[config.mk]
export PLATFORM = sky130hd
export DESIGN_NAME = fw_boot_device_flat
export DESIGN_NICKNAME = d
export VERILOG_FILES = /design/src/fw_boot_pkg.sv /design/src/fw_link_if.sv /design/src/fw_boot_device.sv /design/src/flat_wrapper.sv
export SDC_FILE = /design/constraint.sdc
export NUM_CORES = 1
export LEC_CHECK = 0
export ABC_AREA = 1
export CELL_PAD_IN_SITES_DETAIL_PLACEMENT = 1
export CELL_PAD_IN_SITES_GLOBAL_PLACEMENT = 1
export CORE_MARGIN = 2
export CORE_UTILIZATION = 45
export CTS_BUF_LIST = sky130_fd_sc_hd__clkbuf_16
export DETAILED_ROUTE_END_ITERATION = 10
export DONT_BUFFER_PORTS = 1
export PLACE_DENSITY_LB_ADDON = 0.05
export SYNTH_ARGS = -nofsm -noshare
export SYNTH_HDL_FRONTEND = slang
export SYNTH_SLANG_ARGS = --single-unit
[constraint.sdc]
create_clock -name clock_i -period 4.4 [get_ports clock_i]
set_input_delay 0.88 -clock clock_i [delete_from_list [all_inputs] [get_ports clock_i]]
set_output_delay 0.88 -clock clock_i [all_outputs]
set_load 0.05 [all_outputs]
[src/fw_boot_pkg.sv]
`default_nettype none
package fw_boot_pkg;
  // ----------------------------------------
  // device register map
  // ----------------------------------------
  localparam logic [7:0] A_SUM1_HI         = 8'hA9;
  localparam logic [7:0] A_SUM1_LO         = 8'hAA;
  localparam logic [7:0] A_TRANSMIT_DATA_REGS          = 8'hB5;
  localparam logic [7:0] A_SUM2_HI         = 8'hB8; // receive data in run
  localparam logic [7:0] A_SUM2_LO         = 8'hB9;
  localparam logic [7:0] A_POWER           = 8'hC0;
  localparam logic [7:0] A_MODE            = 8'hC1;
  localparam logic [7:0] A_RXCTL           = 8'hC3;
  localparam logic [7:0] A_IDENT           = 8'hC5;
  localparam logic [7:0] A_STATUS          = 8'hC6;
  localparam logic [7:0] A_PROGRAM         = 8'hC8;
  localparam logic [7:0] A_VERSION         = 8'hC9;
  localparam logic [7:0] A_MASK            = 8'hCE;
  localparam logic [7:0] CMD_GENERAL_RESET = 8'h01;
  localparam logic [15:0] DEAD_CODE        = 16'hDEAD;

  // ----------------------------------------
  // fields and sizes
  // ----------------------------------------
  localparam int ST_PRG          = 0;
  localparam int ST_RDY          = 1;
  localparam int ST_IRQ          = 15;
  localparam int MASK_ALL        = 15;
  localparam int PWR_BIAS        = 0;
  localparam int ADDR_BITS       = 8;
  localparam int FRAME_BITS      = 24;
  localparam int IMAGE_MAX_BYTES = 46 * 1024;
  localparam int IMAGE_MAX_WORDS = IMAGE_MAX_BYTES / 2;
  localparam int SAMPLE_WAIT     = 3;

  // ----------------------------------------
  // timing
  // ----------------------------------------
  localparam int CLK_NS         = 5;
  localparam int LINK_PERIOD_NS = 80;
  localparam int HALF_CYC       = LINK_PERIOD_NS / (2 * CLK_NS);
  localparam int TX_PHASE_CYC   = 16;

  // ----------------------------------------
  // host command port map
  // ----------------------------------------
  localparam logic [2:0] HC_LAUNCH = 3'h0;
  localparam logic [2:0] HC_WDATA  = 3'h1;
  localparam logic [2:0] HC_RDATA  = 3'h2;
  localparam logic [2:0] HC_STATE  = 3'h3;
  localparam logic [2:0] HC_BOOT   = 3'h4;
  localparam logic [2:0] HC_EXPECT = 3'h5;

  typedef enum logic [2:0] {BT_SAMPLE, BT_HOST, BT_MEM, BT_ACT, BT_RUN, BT_DEAD} boot_e;
  typedef enum logic [1:0] {MD_IDLE, MD_TX, MD_RX, MD_CS} modem_mode_e;
  typedef enum logic [2:0] {TX_OFF, TX_RAMPUP, TX_PRE, TX_SYNC, TX_PAY, TX_TAIL, TX_RAMPDN} tx_e;
endpackage : fw_boot_pkg
`default_nettype wire

[src/fw_link_if.sv]
`timescale 1ns/1ps
`default_nettype none
interface fw_link_if;
  logic sel_n;
  logic sclk;
  logic cmd_data;
  logic reply_data;
  logic interrupt_request_line_n;
  logic boot_source_pin_one;
  logic boot_source_pin_two;

  modport device (
    input  sel_n, sclk, cmd_data, boot_source_pin_one, boot_source_pin_two,
    output reply_data, interrupt_request_line_n
  );
  modport host (
    output sel_n, sclk, cmd_data, boot_source_pin_one, boot_source_pin_two,
    input  reply_data, interrupt_request_line_n
  );
endinterface : fw_link_if
`default_nettype wire

[src/fw_boot_device.sv]
`timescale 1ns/1ps
`default_nettype none
module fw_boot_device
  import fw_boot_pkg::*;
#(
  parameter logic [31:0] ACTIVATION_CODE = 32'h1234_5678,
  parameter logic [15:0] PRODUCT_ID      = 16'h00A5, // arbitrary value
  parameter int          PHASE_CYC       = TX_PHASE_CYC
) (
  input  wire logic        clock_i,
  input  wire logic        srst_i,
  fw_link_if.device        link,
  output logic             mem_req_o,
  input  wire logic [15:0] mem_data_i,
  input  wire logic        mem_valid_i,
  input  wire logic        rx_sync_i,
  input  wire logic [15:0] rx_word_i,
  input  wire logic        rx_word_valid_i,
  output logic [15:0]      tx_word_o,
  output logic             tx_word_valid_o,
  output tx_e              tx_phase_o,
  output modem_mode_e      mode_o,
  output logic             ready_o
);
  // ----------------------------------------
  // checks
  // ----------------------------------------
  if (PHASE_CYC < 1 || PHASE_CYC > 256) begin : g_bad_phase
    $error("PHASE_CYC out of range");
  end

  localparam logic [7:0] PH_LAST = 8'(PHASE_CYC - 1);

  typedef struct packed {
    logic [2:0]  sclk_s;
    logic [1:0]  sel_s;
    logic [1:0]  cmd_s;
    logic [1:0]  b1_s;
    logic [1:0]  b2_s;
    logic [1:0]  smp;
    boot_e       boot;
    logic [4:0]  bitcnt;
    logic [15:0] shin;
    logic [15:0] shout;
    logic [7:0]  addr;
    logic        rd_act;
    logic        reply;
    logic        irq_n;
    logic        len_ok;
    logic [14:0] img_len;
    logic [14:0] img_cnt;
    logic [31:0] sum1;
    logic [31:0] sum2;
    logic [15:0] version;
    logic [15:0] ident;
    logic [15:0] act_hi;
    logic        act_half;
    modem_mode_e mode;
    logic [15:0] pwr;
    logic [15:0] mask;
    logic [15:0] rxctl;
    logic [15:0] transmit_data_regs;
    logic [15:0] receive_data_regs;
    logic        tx_full;
    logic        program_write_accepted_flag;
    logic        rdy;
    logic        rx_lock;
    logic        mem_req;
    logic        ready;
    tx_e         txph;
    logic [7:0]  ph_cnt;
    logic [15:0] tx_word;
    logic        tx_valid;
  } dev_s;

  dev_s        r_r;
  dev_s        r_nxt;
  logic        rise;
  logic        fall;
  logic        wr_stb;
  logic        word_stb;
  logic [15:0] word_val;
  logic [15:0] wdata;
  logic        gen_rst;
  logic        active;

  // ----------------------------------------
  // helpers
  // ----------------------------------------
  function automatic logic [15:0] read_mux(input dev_s s, input logic [7:0] a);
    case (a)
      A_SUM1_HI: read_mux = s.sum1[31:16];
      A_SUM1_LO: read_mux = s.sum1[15:0];
      A_SUM2_HI: read_mux = (s.boot == BT_RUN) ? s.receive_data_regs : s.sum2[31:16];
      A_SUM2_LO: read_mux = s.sum2[15:0];
      A_IDENT:   read_mux = s.ident;
      A_VERSION: read_mux = s.version;
      A_STATUS:  read_mux = {~s.irq_n, 13'h0000, s.rdy, s.program_write_accepted_flag};
      default:   read_mux = 16'h0000;
    endcase
  endfunction : read_mux

  function automatic logic prog_open(input dev_s s);
    prog_open = (s.boot == BT_HOST) || (s.boot == BT_ACT) ||
                (s.boot == BT_RUN && s.mode == MD_IDLE);
  endfunction : prog_open

  function automatic tx_e tx_next(input tx_e p);
    case (p)
      TX_RAMPUP: tx_next = TX_PRE;
      TX_PRE:    tx_next = TX_SYNC;
      TX_SYNC:   tx_next = TX_PAY;
      TX_TAIL:   tx_next = TX_RAMPDN;
      default:   tx_next = TX_OFF;
    endcase
  endfunction : tx_next

  // ----------------------------------------
  // next state
  // ----------------------------------------
  always_comb begin
    r_nxt    = r_r;
    wr_stb   = 1'b0;
    word_stb = 1'b0;
    word_val = 16'h0000;
    gen_rst  = 1'b0;
    r_nxt.sclk_s   = {r_r.sclk_s[1:0], link.sclk};
    r_nxt.sel_s    = {r_r.sel_s[0], link.sel_n};
    r_nxt.cmd_s    = {r_r.cmd_s[0], link.cmd_data};
    r_nxt.b1_s     = {r_r.b1_s[0], link.boot_source_pin_one};
    r_nxt.b2_s     = {r_r.b2_s[0], link.boot_source_pin_two};
    r_nxt.tx_valid = 1'b0;
    rise   = r_r.sclk_s[1] & ~r_r.sclk_s[2];
    fall   = ~r_r.sclk_s[1] & r_r.sclk_s[2];
    wdata  = {r_r.shin[14:0], r_r.cmd_s[1]};
    active = (r_r.boot == BT_RUN) && r_r.pwr[PWR_BIAS];

    // serial framing, msb first
    if (r_r.sel_s[1]) begin
      r_nxt.bitcnt = 5'd0;
      r_nxt.rd_act = 1'b0;
      r_nxt.reply  = 1'b0;
    end else if (rise) begin
      r_nxt.shin   = wdata;
      r_nxt.bitcnt = (r_r.bitcnt == 5'd31) ? r_r.bitcnt : r_r.bitcnt + 5'd1;
      if (r_r.bitcnt == 5'(ADDR_BITS - 1)) begin
        r_nxt.addr = wdata[7:0];
        if (wdata[7:0] == CMD_GENERAL_RESET) begin
          gen_rst = 1'b1;
        end else begin
          r_nxt.rd_act = 1'b1;
          r_nxt.shout  = read_mux(r_r, wdata[7:0]);
          case (wdata[7:0])
            A_SUM1_HI, A_SUM1_LO, A_SUM2_HI, A_SUM2_LO, A_IDENT, A_VERSION, A_STATUS: r_nxt.rd_act = 1'b1;
            default: r_nxt.rd_act = 1'b0;
          endcase
          if (wdata[7:0] == A_STATUS) r_nxt.rdy = 1'b0; // read clears rdy only, not accepted
          if (wdata[7:0] == A_PROGRAM && prog_open(r_r)) r_nxt.program_write_accepted_flag = 1'b0;
        end
      end
      if (r_r.bitcnt == 5'(FRAME_BITS - 1) && !r_r.rd_act) wr_stb = 1'b1;
    end else if (fall && r_r.rd_act) begin
      r_nxt.reply = r_r.shout[15];
      r_nxt.shout = {r_r.shout[14:0], 1'b0};
    end

    // boot source sampled once after reset
    if (r_r.boot == BT_SAMPLE) begin
      r_nxt.smp = r_r.smp + 2'd1;
      if (r_r.smp == 2'(SAMPLE_WAIT)) begin
        if (r_r.b1_s[1] && r_r.b2_s[1]) r_nxt.boot = BT_HOST;
        else if (r_r.b1_s[1]) r_nxt.boot = BT_MEM;
        else r_nxt.boot = BT_DEAD;
      end
    end

    // register writes
    if (wr_stb) begin
      case (r_r.addr)
        A_PROGRAM: begin
          if (r_r.boot == BT_HOST) begin
            word_stb  = 1'b1;
            word_val  = wdata;
            r_nxt.program_write_accepted_flag = 1'b1;
          end else if (r_r.boot == BT_ACT) begin
            r_nxt.program_write_accepted_flag = 1'b1;
            if (!r_r.act_half) begin
              r_nxt.act_hi   = wdata;
              r_nxt.act_half = 1'b1;
            end else if ({r_r.act_hi, wdata} == ACTIVATION_CODE) begin
              r_nxt.boot    = BT_RUN;
              r_nxt.ready   = 1'b1;
              r_nxt.mode    = MD_IDLE;
              r_nxt.sum1    = '0;
              r_nxt.sum2    = '0;
              r_nxt.ident   = '0;
              r_nxt.version = '0;
            end else begin
              r_nxt.sum1[31:16] = DEAD_CODE;
              r_nxt.boot        = BT_DEAD;
            end
          end else if (prog_open(r_r)) begin
            r_nxt.program_write_accepted_flag = 1'b1;
          end
        end
        A_MODE:   if (r_r.boot == BT_RUN) r_nxt.mode = modem_mode_e'(wdata[1:0]);
        A_POWER:  r_nxt.pwr = wdata;
        A_RXCTL:  r_nxt.rxctl = wdata;
        A_MASK:   r_nxt.mask = wdata;
        A_TRANSMIT_DATA_REGS: begin
          r_nxt.transmit_data_regs  = wdata;
          r_nxt.tx_full = 1'b1;
        end
        default: ;
      endcase
    end

    // serial memory source
    if (r_r.boot == BT_MEM) begin
      r_nxt.mem_req = 1'b1;
      if (r_r.mem_req && mem_valid_i) begin
        word_stb = 1'b1;
        word_val = mem_data_i;
      end
    end

    // image words: length first, then body
    if (word_stb) begin
      if (!r_r.len_ok) begin
        if (word_val == 16'h0000 || word_val > 16'(IMAGE_MAX_WORDS)) begin
          r_nxt.boot    = BT_DEAD;
          r_nxt.mem_req = 1'b0;
        end else begin
          r_nxt.img_len = word_val[14:0];
          r_nxt.len_ok  = 1'b1;
        end
      end else begin
        if (r_r.img_cnt == 15'd0) r_nxt.version = word_val;
        r_nxt.sum1    = r_r.sum1 + {16'h0000, word_val};
        r_nxt.sum2    = {r_r.sum2[30:0], r_r.sum2[31]} ^ {16'h0000, word_val};
        r_nxt.img_cnt = r_r.img_cnt + 15'd1;
        if (r_r.img_cnt == r_r.img_len - 15'd1) begin
          r_nxt.boot    = BT_ACT;
          r_nxt.ident   = PRODUCT_ID;
          r_nxt.mem_req = 1'b0;
        end
      end
    end

    // transmit burst sequence
    case (r_r.txph)
      TX_OFF: begin
        r_nxt.ph_cnt = 8'h00;
        if (active && r_r.mode == MD_TX) r_nxt.txph = TX_RAMPUP;
      end
      TX_PAY: begin
        if (!(active && r_r.mode == MD_TX)) begin
          r_nxt.txph = TX_TAIL;
        end else if (r_r.tx_full) begin
          r_nxt.tx_word  = r_r.transmit_data_regs;
          r_nxt.tx_valid = 1'b1;
          r_nxt.tx_full  = 1'b0;
          r_nxt.rdy      = 1'b1;
        end
      end
      default: begin
        r_nxt.ph_cnt = r_r.ph_cnt + 8'h01;
        if (r_r.ph_cnt == PH_LAST) begin
          r_nxt.ph_cnt = 8'h00;
          r_nxt.txph   = tx_next(r_r.txph);
        end
      end
    endcase

    // receive: lock on sync, stream blocks
    if (active && (r_r.mode == MD_RX || r_r.mode == MD_CS)) begin
      if (rx_sync_i) r_nxt.rx_lock = 1'b1;
      if (r_r.rx_lock && rx_word_valid_i) begin
        r_nxt.receive_data_regs = rx_word_i;
        r_nxt.rdy    = 1'b1;
      end
    end else begin
      r_nxt.rx_lock = 1'b0;
    end

    // masked interrupt from sticky flags
    r_nxt.irq_n = ~(r_r.mask[MASK_ALL] & |({r_r.rdy, r_r.program_write_accepted_flag} & r_r.mask[1:0]));

    // general reset restarts the boot
    if (gen_rst) begin
      r_nxt.boot     = BT_SAMPLE;
      r_nxt.smp      = 2'd0;
      r_nxt.len_ok   = 1'b0;
      r_nxt.img_cnt  = '0;
      r_nxt.sum1     = '0;
      r_nxt.sum2     = '0;
      r_nxt.ident    = '0;
      r_nxt.version  = '0;
      r_nxt.act_half = 1'b0;
      r_nxt.mode     = MD_IDLE;
      r_nxt.txph     = TX_OFF;
      r_nxt.mem_req  = 1'b0;
      r_nxt.ready    = 1'b0;
      r_nxt.program_write_accepted_flag      = 1'b0;
      r_nxt.rdy      = 1'b0;
      r_nxt.tx_full  = 1'b0;
    end
  end

  // state register
  always_ff @(posedge clock_i) begin
    if (srst_i) begin
      r_r       <= '0;
      r_r.irq_n <= 1'b1;
    end else begin
      r_r <= r_nxt;
    end
  end

  // outputs
  assign link.reply_data               = r_r.reply;
  assign link.interrupt_request_line_n = r_r.irq_n;
  assign mem_req_o                     = r_r.mem_req;
  assign tx_word_o                     = r_r.tx_word;
  assign tx_word_valid_o               = r_r.tx_valid;
  assign tx_phase_o                    = r_r.txph;
  assign mode_o                        = r_r.mode;
  assign ready_o                       = r_r.ready;
endmodule : fw_boot_device
`default_nettype wire

[src/flat_wrapper.sv]
// flat-port wrapper written by rule: the top's interface ports become plain ports
module fw_boot_device_flat import fw_boot_pkg::*;
#(
  parameter logic [31:0] ACTIVATION_CODE = 32'h1234_5678,
  parameter logic [15:0] PRODUCT_ID      = 16'h00A5,                   
  parameter int          PHASE_CYC       = TX_PHASE_CYC
)
  (clock_i, srst_i, mem_req_o, mem_data_i, mem_valid_i, rx_sync_i, rx_word_i, rx_word_valid_i, tx_word_o, tx_word_valid_o, tx_phase_o, mode_o, ready_o, link_sel_n, link_sclk, link_cmd_data, link_boot_source_pin_one, link_boot_source_pin_two, link_reply_data, link_interrupt_request_line_n);
  fw_link_if link_i ();
  input  wire logic clock_i;
  input  wire logic srst_i;
  output logic mem_req_o;
  input  wire logic [15:0] mem_data_i;
  input  wire logic mem_valid_i;
  input  wire logic rx_sync_i;
  input  wire logic [15:0] rx_word_i;
  input  wire logic rx_word_valid_i;
  output logic [15:0] tx_word_o;
  output logic tx_word_valid_o;
  output tx_e tx_phase_o;
  output modem_mode_e mode_o;
  output logic ready_o;
  input wire logic [$bits(link_i.sel_n)-1:0] link_sel_n;
  input wire logic [$bits(link_i.sclk)-1:0] link_sclk;
  input wire logic [$bits(link_i.cmd_data)-1:0] link_cmd_data;
  input wire logic [$bits(link_i.boot_source_pin_one)-1:0] link_boot_source_pin_one;
  input wire logic [$bits(link_i.boot_source_pin_two)-1:0] link_boot_source_pin_two;
  output wire logic [$bits(link_i.reply_data)-1:0] link_reply_data;
  output wire logic [$bits(link_i.interrupt_request_line_n)-1:0] link_interrupt_request_line_n;
  assign link_i.sel_n = link_sel_n;
  assign link_i.sclk = link_sclk;
  assign link_i.cmd_data = link_cmd_data;
  assign link_i.boot_source_pin_one = link_boot_source_pin_one;
  assign link_i.boot_source_pin_two = link_boot_source_pin_two;
  assign link_reply_data = link_i.reply_data;
  assign link_interrupt_request_line_n = link_i.interrupt_request_line_n;
  fw_boot_device #(.ACTIVATION_CODE(ACTIVATION_CODE), .PRODUCT_ID(PRODUCT_ID), .PHASE_CYC(PHASE_CYC)) u_core (.clock_i(clock_i), .srst_i(srst_i), .link(link_i), .mem_req_o(mem_req_o), .mem_data_i(mem_data_i), .mem_valid_i(mem_valid_i), .rx_sync_i(rx_sync_i), .rx_word_i(rx_word_i), .rx_word_valid_i(rx_word_valid_i), .tx_word_o(tx_word_o), .tx_word_valid_o(tx_word_valid_o), .tx_phase_o(tx_phase_o), .mode_o(mode_o), .ready_o(ready_o));
endmodule
Word-level counts from Yosys, hierarchy flattened

Index checks and enable logic that the tools add are counted.

Reductions and logical operators: 48
Bitwise gates (word level): 20
Multiplexer cells: 93
Order comparisons: 1
$add $sub $neg: 6
Eq/ne operators: 43

Operators by type and width:

| operator              | count |
|---|---|
| $mux 16               | 18 |
| $mux 96               | 3 |
| $mux 115              | 2 |
| $mux 179              | 1 |
| $mux 113              | 1 |
| $eq 8x8->1 const B    | 14 |
| $pmux 16 s7           | 1 |
| $mux 80               | 1 |
| $mux 3                | 15 |
| $mux 1                | 36 |
| $add 32x16->32        | 1 |
| $eq 32x29->1 const B  | 1 |
| $xor 32x16->32        | 1 |
| $mux 25               | 1 |
| $reduce_and 2->1      | 9 |
| $mux 17               | 1 |
| $gt 16x15->1 const B  | 1 |
| $logic_not 16->1      | 1 |
| $mux 2                | 8 |
| $pmux 8 s2            | 1 |
| $add 15x1->15 const B | 1 |
| $eq 15x15->1          | 1 |
| $logic_not 15->1      | 1 |
| $not 1->1             | 15 |
| other kinds (36)      | 76 |

Register bits: 323
Input port bits: 42

Logic depth before layout (Yosys ltp)

Gate-level depths: netlist of the first run.

Depth in word-level cells: 17
Gate-level depth with buffers: 26
Gate-level depth less buffers: 24

Worst setup path before layout of the first run

No wires, ideal clock.

Kind: input port to flip-flop
Start point: input port mem_valid_i
End point: register u_core.r_r[211] in the netlist's numbering
Slack: 0.877 ns
Stages on the path: 19
Library setup time: 0.074 ns
Data arrival time: 3.449 ns
Buffers on the path: 1
Data required time: 4.326 ns
Path through: nand2_1 > inv_1 > nand4_1 > nand2_2 > buf_4 > inv_1 > nor2_1 > ha_1 > inv_1 > fa_1 > nor3_1 > nor2_1 > o21bai_1 > inv_1 > o21ai_0 > nand2_1 > nand2_1 > nand2_1 > a31oi_1

Cells in the longest elaborated chain, start to end: 6

RTL lines:

| what                   | line                  | text |
|---|---|---|
| start, declared        | flat_wrapper.sv:14    | `input wire logic mem_valid_i;` |
| $logic_and 1x1->1      | fw_boot_device.sv:221 | `if (r_r.mem_req && mem_valid_i) begin` |
| $mux 16                | fw_boot_device.sv:221 |  |
| $mux 16                | fw_boot_device.sv:219 | `if (r_r.boot == BT_MEM) begin` |
| net u_core.word_val[0] | fw_boot_device.sv:82  | `logic [15:0] word_val;` |
| $add 32x16->32         | fw_boot_device.sv:239 | `r_nxt.sum1 = r_r.sum1 + {16'h0000, word_val};` |
| $mux 96                | fw_boot_device.sv:229 | `if (!r_r.len_ok) begin` |
| $mux 96                | fw_boot_device.sv:228 | `if (word_stb) begin` |
| end signal, assigned   | fw_boot_device.sv:316 | `r_r <= r_nxt;` |
| end, declared          | fw_boot_device.sv:76  | `dev_s r_r;` |

The timed path passes the listed nets, and every way through them passes these cells.
A chain may end at the register's enable or synchronous reset.

Final worst setup path of the first run

Start point: register u_core.r_r[303] in the netlist's numbering
End point: register u_core.r_r[211] in the netlist's numbering

Cells in the longest elaborated chain, start to end: 11

RTL lines:

| what                   | line                  | text |
|---|---|---|
| $eq 5x5->1 (*)         | fw_boot_device.sv:161 | `if (r_r.bitcnt == 5'(FRAME_BITS - 1) && !r_r.rd_act) wr_stb = 1'b1;` |
| $logic_and 1x1->1 (*)  | fw_boot_device.sv:161 |  |
| $mux 1 (*)             | fw_boot_device.sv:161 |  |
| $mux 1 (*)             | fw_boot_device.sv:143 | `end else if (rise) begin` |
| $mux 1 (*)             | fw_boot_device.sv:139 | `if (r_r.sel_s[1]) begin` |
| $mux 16 (*)            | fw_boot_device.sv:178 | `if (wr_stb) begin` |
| $mux 16                | fw_boot_device.sv:221 |  |
| $mux 16 (*)            | fw_boot_device.sv:219 |  |
| net u_core.word_val[0] | fw_boot_device.sv:82  |  |
| $add 32x16->32 (*)     | fw_boot_device.sv:239 |  |
| $mux 96 (*)            | fw_boot_device.sv:229 |  |
| $mux 96 (*)            | fw_boot_device.sv:228 |  |

The timed path passes the listed nets; every way through them passes the cells marked *.

==> results.yml, run 1 <==
layout:
  fillers: 4145
  layout_commonest_cell: "nand2_1"
  antenna_cells: 0
  layout_common_cells: "486 x nand2_1, 279 x dfxtp_1, 253 x inv_1"
  layout-drive-gt1-share_pct: 5.90
  area_growth_pct: 9.12
  nNetsFinal: 2144
timing:
  fmax_ghz: 0.254
  drv_slew: 0
  fin_skew_ns: 0.0140
  slew_headroom_pct: 32.3
  grt_setup_unrepaired: "no"
  post-route-min-period_ns: 3.94
  postLayoutSetupSlackWorst_ns: 0.461
  hold_violations: 0
  tightestPinTransition_ns: 1.01
  fin_crit_sh_pct: 89.5
  tns_ns: 0
  setup_viol: 0
power_and_ir_drop:
  clockPowerShare_pct: 49.4
  power.share.combinational_pct: 3.7
  p_int_mw: 4.17
  leakagePower_nw: 6.16
  switching_share_pct: 23.9
  seqPwrFrac_pct: 46.9
  peakVddDrop_uv: 287
  powerDensity_nw_per_um2: 352
  p_switching_mw: 1.31
drt:
  drt_iter0_drc: 844
  met1_length_um: 21400
  top_layer: "met4"
  vias_per_cell: 5.64
  wirelength_um: 50400
  drc: 0
  first_pass_iters: 5
  wl_met3_um: 3060
  num_vias: 14120
  wl_per_cell_um: 20.1
  ant_nets: 0
  met2_length_um: 23700
critical_path:
  crit_arrival_ns: 4.38
  cpPeakStageDelay_ns: 0.46
  end_kind: "flop"
  critPathMaxFanout: 5
  critPathKind: "reg -> reg"
  worstSetupStartpointType: "flop"
  reg2regPathDepth: 21
  cp_slowest_cell: "fa_1"
  worstPathRequired_ns: 4.84
  path_common_cell: "nand2_1"
  crit_chain: "ha_1 > nand2_1 > nor2_2 > nand2_1 > nor2_4 > nand3_4 > nand2_2 > inv_1 > nor2_1 > ha_1 > inv_1 > fa_1 > nor3_1 > nor2_1 > o21bai_1 > inv_1 > o21ai_0 > nand2_1 > nand2_1 > nand2_1 > a31oi_1"
die:
  die_w_um: 182
  io_pins: 68
  rows: 65
  core_area_um2: 31400
  start_util_pct: 45.5
  dieHeight_um: 182
  dieArea_um2: 33200
clocking:
  clk_pin_slew_ns: 0.06
  post_cts.repair.setup_buffers: 0
  cts_tree: "built"
  clk_latency_ns: 0.52
  clockBufferDepth: 3
  holdBufCountCts: 0
  htreeDepth: 2
  cts-resized-gates: 0
  cts_buffers: 34
  clock_sinks: 279
  ctsRootBufferMaster: "clkbuf_16"
logic_synthesis:
  yosysWarnings: 0
  syn_area_um2: 14300
  synthCells: 2120
  ys_seq_elements: 279
  syn_avg_cell_area_um2: 6.74
  ys_seq_area_share_pct: 39.1
  ys_types: 51
  synth_fp_nets: 2186
global_route:
  grt_pass1_vias: 14233
  grt_max_degree: 70
  antenna_found_initial: 0
  grt_first_pass_wirelength_um: 79100
  grt_usage_pct: 30.4
  grt_overflow_total: 0
placed_design:
  globalplace.congestion: 0.923
  numPortBuffers: 0
  hpwl_um: 37100
  dp_slack_ns: 0.394
worst_hold_path:
  hold_depth: 2
  hp-class: "reg -> reg"
job:
  drv_cap: 0
status:
  status: "completed"
worst max-delay path: cells and delay by family (launching register included):
| kind | cells | cell delay (ns) |
|---|---|---|
| AND/OR/NAND/NOR | 12 | 1.60 |
| adder cells (fa/ha/maj) | 3 | 0.89 |
| AO/OA/AOI/OAI | 3 | 0.67 |
| flip-flops | 1 | 0.38 |
| buffers and inverters | 3 | 0.31 |
area by class of cell:
cell class	instances	area, µm²	area share (%)
timing repair buffer	34	280	1.80
clock inverter	24	183	1.17
sequential	279	5590	35.8
multi-input combinational	1469	7200	46.1
clock buffer	35	876	5.61
inverter	260	977	6.26
tap	402	503	3.22
sequential cells by signal, summed over array words and instances, names as in the netlist, named ones only:
register and count:
u_core.r_r 247, u_core.tx_word_o 16, u_core.r_nxt 6, u_core.mode_o 2
u_core.tx_phase_o 2, u_core.link.interrupt_request_line_n 1, u_core.link.reply_data 1, u_core.mem_req_o 1
u_core.ready_o 1, u_core.tx_word_valid_o 1
cells by family (layout without fill, tap and decap cells):
group                    count (synthesis)  after routing  share of synthesized area [%]
buffers and inverters                  372            353                           10.6
adder cells (fa/ha/maj)                 24             24                           2.15
flip-flops                             279            279                           39.1
XOR/XNOR                                26             26                           1.69
AO/OA/AOI/OAI                          503            503                           18.9
AND/OR/NAND/NOR                        916            916                           27.5
power by group through the flow:
stage / sequential, mW / clock (mW) / combinational [mW]
2_1_floorplan: 2.62 / 0 / 0.155
3_3_place_gp: 2.63 / 0 / 0.199
3_5_place_dp: 2.63 / 0 / 0.205
4_1_cts: 2.57 / 2.75 / 0.206
5_1_grt: 2.57 / 2.85 / 0.231
6_report: 2.57 / 2.71 / 0.206
through the flow:
stage / cell area, µm² / hold slack, ns / total power [mW] / util (%) / cells
6_report: 15600 / 0.408 / 5.49 / 49.7 / 2503
2_1_floorplan: 14300 / 0.378 / 2.77 / - / 2120
4_1_cts: 15600 / 0.402 / 5.53 / 49.7 / 2503
3_5_place_dp: 14500 / 0.390 / 2.83 / 46.3 / 2444
3_3_place_gp: 14500 / 0.393 / 2.83 / 46.3 / 2444
5_1_grt: 15600 / 0.407 / 5.66 / 49.7 / 2503
routing by layer:
| layer | vias to the layer above | GRT usage [%] |
|---|---|---|
| li1 | 6856 | - |
| met1 | 6797 | 37.8 |
| met2 | 358 | 51.8 |
| met3 | 109 | 5.75 |
| met4 | 0 | 12.7 |
| met5 | - | 0 |
synthesized netlist by cell type, drive strengths merged:
master	number	area (µm²)
nand2	491	1860
dfxtp	279	5590
inv	253	950
a21oi	251	1260
nor2	205	805
o21ai	182	933
nand3	109	591
clkbuf	64	240
nand4	49	307
buf	48	303
nor3	36	205
ha	23	288
xor2	20	175
a31oi	18	113
or2	12	75.1
a211oi	10	75.1
nor4	9	56.3
a221oi	8	70.1
o211ai	8	60.1
clkinv	7	26.3
a21o	5	37.5
o22ai	5	31.3
xnor2	5	43.8
a41oi	3	26.3
o21bai	3	22.5
a22o	2	17.5
nor3b	2	15.0
o21a	2	15.0
o31ai	2	15.0
a311oi	1	8.76
a31o	1	8.76
and2	1	6.26
and3	1	6.26
fa	1	20.0
nand3b	1	7.51
o211a	1	10.0
o32ai	1	8.76
xnor3	1	22.5
final timing paths:
check,from,end,slack [ns]
max,u_core.r_r[303],u_core.r_r[211],0.46
min reg2reg,u_core.r_nxt[318],u_core.r_r[318],0.41
max reg2reg,u_core.r_r[303],u_core.r_r[211],0.46
min,u_core.r_nxt[318],u_core.r_r[318],0.41
(Power assumes the default switching activity.)
==> inputs of run 2 (changes only) <==
Settings changed: ABC_AREA 1 to default.
==> run 2 against run 1 <==
Net effect: design area is 5.2% lower; via count is 12% lower; worst setup slack worse by 0.23 ns; die area is 4.4% lower; first-iteration DRC count is 17% higher.
==> results.yml, run 2 <==
global_route:
  antenna_found_initial: 2
  grt_first_pass_wirelength_um: 72900
  grt_usage_pct: 29.8
  grt_overflow_total: 0
  grt_pass1_vias: 12326
  grt_max_degree: 148
logic_synthesis:
  yosysWarnings: 0
  synthCells: 1678
  syn_avg_cell_area_um2: 8.14
  ys_seq_area_share_pct: 40.9
  synth_area_leaders: "dfxtp_1 41%, nand2_1 7.4%, a21oi_1 5.5%"
  synth_common_cells: "279 x dfxtp_1, 271 x nand2_1, 192 x nor2_1"
  yosysMostFrequentCell: "dfxtp_1"
  synth_ff_type: "dfxtp_1"
  syn_area_um2: 13700
  ys_types: 82
  synth_top_cell_by_area: "dfxtp_1"
  async_flop_share_pct: 0
  ys_seq_elements: 279
  synth-edff-count: 0
  synth_fp_nets: 1744
  yosysTopAreaCellShare_pct: 40.9
drt:
  wirelength_um: 47400
  num_vias: 12385
  vias_per_cell: 6.09
  drc: 0
  ant_nets: 0
  first_pass_iters: 8
  drt_iter0_drc: 989
  wl_per_cell_um: 23.3
timing:
  setup_viol: 0
  slew_headroom_pct: 23.5
  grt_setup_unrepaired: "no"
  post-route-min-period_ns: 4.17
  fin_crit_sh_pct: 94.7
  drv_slew: 0
  tightestPinTransition_ns: 1.14
  fmax_ghz: 0.240
  tns_ns: 0
  whs_ns: 0.410
  hold_violations: 0
  fin_skew_ns: 0.0232
layout:
  largest_register_ffs: 247
  area_growth_pct: 8.28
  finalNonFillerCells: 2033
  layout-drive-gt1-share_pct: 7.99
  final_area_um2: 14800
  nNetsFinal: 1687
  layout_common_cells: "279 x dfxtp_1, 271 x nand2_1, 186 x nor2_1"
  top_register: "u_core.r_r"
  layout_commonest_cell: "dfxtp_1"
  fillers: 3603
die:
  die_w_um: 178
  core_area_um2: 29800
  dieArea_um2: 31800
  rows: 63
  io_pins: 68
  dieHeight_um: 178
  start_util_pct: 45.8
clocking:
  post_cts.repair.setup_buffers: 0
  clockBufferDepth: 3
  ctsRootBufferMaster: "clkbuf_16"
  clk_pin_slew_ns: 0.06
  clk_latency_ns: 0.52
  cts-resized-gates: 0
  clock_sinks: 279
  cts_buffers: 34
  htreeDepth: 2
  cts_tree: "built"
  holdBufCountCts: 0
critical_path:
  end_kind: "flop"
  crit_arrival_ns: 4.57
  crit_chain: "nor4b_2 > nand4_1 > o21ai_1 > and2_1 > ha_1 > inv_1 > fa_1 > nor2b_1 > o2111ai_1 > nand3_1 > a21oi_1 > o21ai_0 > a41oi_1 > o21a_1"
  cpPeakStageDelay_ns: 0.64
  critPathMaxFanout: 6
  worstSetupStartpointType: "flop"
  worstPathRequired_ns: 4.80
  cp_slowest_cell: "o21ai_0"
  critPathKind: "reg -> reg"
placed_design:
  place_area_um2: 13800
  globalplace.congestion: 0.970
  numPortBuffers: 0
  dp_cells: 1975
  hpwl_um: 33800
worst_hold_path:
  hp-class: "reg -> reg"
power_and_ir_drop:
  powerDensity_nw_per_um2: 355
  peakVddDrop_uv: 258
  leakagePower_nw: 5.18
job:
  drv_cap: 0
status:
  status: "completed"
[run 2: cell count changes in the layout (fill, tap and decap cells not counted), sizes merged, moves of 15 or more]
| cell | delta |
|---|---|
| o21ai | -149 |
| clkinv | -17 |
| a31o | +15 |
| xnor2 | +26 |
| nand2 | -220 |
| nand3 | -67 |
| a22oi | +85 |
| inv | -230 |
| and3 | +19 |
| a21oi | -100 |
| nand4 | -33 |
| mux2i | +49 |
| and2 | +28 |
[run 2: per-layer routing]
metal | share of wire, % | track usage [%]
met5 | 0 | 0
met4 | 3.0 | 9.69
met3 | 5.7 | 4.56
met2 | 47 | 50.5
met1 | 45 | 39.0
[run 2: kinds of logic (layout without fill, tap and decap cells)]
| group | Yosys count | count (layout) | synth area share (%) |
|---|---|---|---|
| other | 0 | 3 | 0 |
| buffers and inverters | 145 | 107 | 5.23 |
| XOR/XNOR | 61 | 61 | 3.91 |
| AO/OA/AOI/OAI | 399 | 399 | 19.0 |
| flip-flops | 279 | 279 | 40.9 |
| adder cells (fa/ha/maj) | 24 | 24 | 2.25 |
| AND/OR/NAND/NOR | 715 | 715 | 24.7 |
| multiplexers | 55 | 55 | 4.08 |
[run 2: worst max-delay path: cells and delay by family, from the launching register on]
| family | cells | cell delay, ns |
|---|---|---|
| adder cells (fa/ha/maj) | 2 | 0.62 |
| flip-flops | 1 | 0.43 |
| buffers and inverters | 1 | 0.06 |
| AND/OR/NAND/NOR | 5 | 1.23 |
| AO/OA/AOI/OAI | 6 | 1.70 |
[run 2: power breakdown]
part / switching, mW / internal [mW]
clock network: 1.11 / 1.46
logic: 0.0856 / 0.0395
registers: 0.0164 / 2.54
total: 1.21 / 4.04
[run 2: final timing paths]
kind                                      start                              endpoint  slack [ns]  cells after the start
worst min register to register   u_core.r_r[97]  u_core.link.interrupt_request_line_n        0.41                      1
worst max register to register  u_core.r_r[307]                       u_core.r_r[217]        0.23                     14
worst max-delay path            u_core.r_r[307]                       u_core.r_r[217]        0.23                     14
worst min-delay path             u_core.r_r[97]  u_core.link.interrupt_request_line_n        0.41                      1
[run 2: layout make-up]
class | instances | area [µm²] | area share (%)
Timing Repair Buffer | 34 | 255 | 1.73
Sequential cell | 279 | 5590 | 37.8
Antenna cell | 3 | 7.51 | 0.0508
Multi-Input combinational cell | 1254 | 7400 | 50.0
Inverter | 18 | 67.6 | 0.457
Clock inverter | 21 | 141 | 0.956
Tap cell | 390 | 488 | 3.30
Clock buffer | 34 | 851 | 5.75
[run 2: through the flow]
| stage | setup WS [ns] | util [%] | power [mW] |
|---|---|---|---|
| after floorplan | 0.391 | - | 2.72 |
| after global placement | 0.340 | 46.3 | 2.73 |
| after detailed placement | 0.217 | 46.3 | 2.74 |
| after CTS | 0.295 | 49.6 | 5.31 |
| after global routing | 0.0149 | 49.6 | 5.41 |
| final | 0.233 | 49.6 | 5.25 |
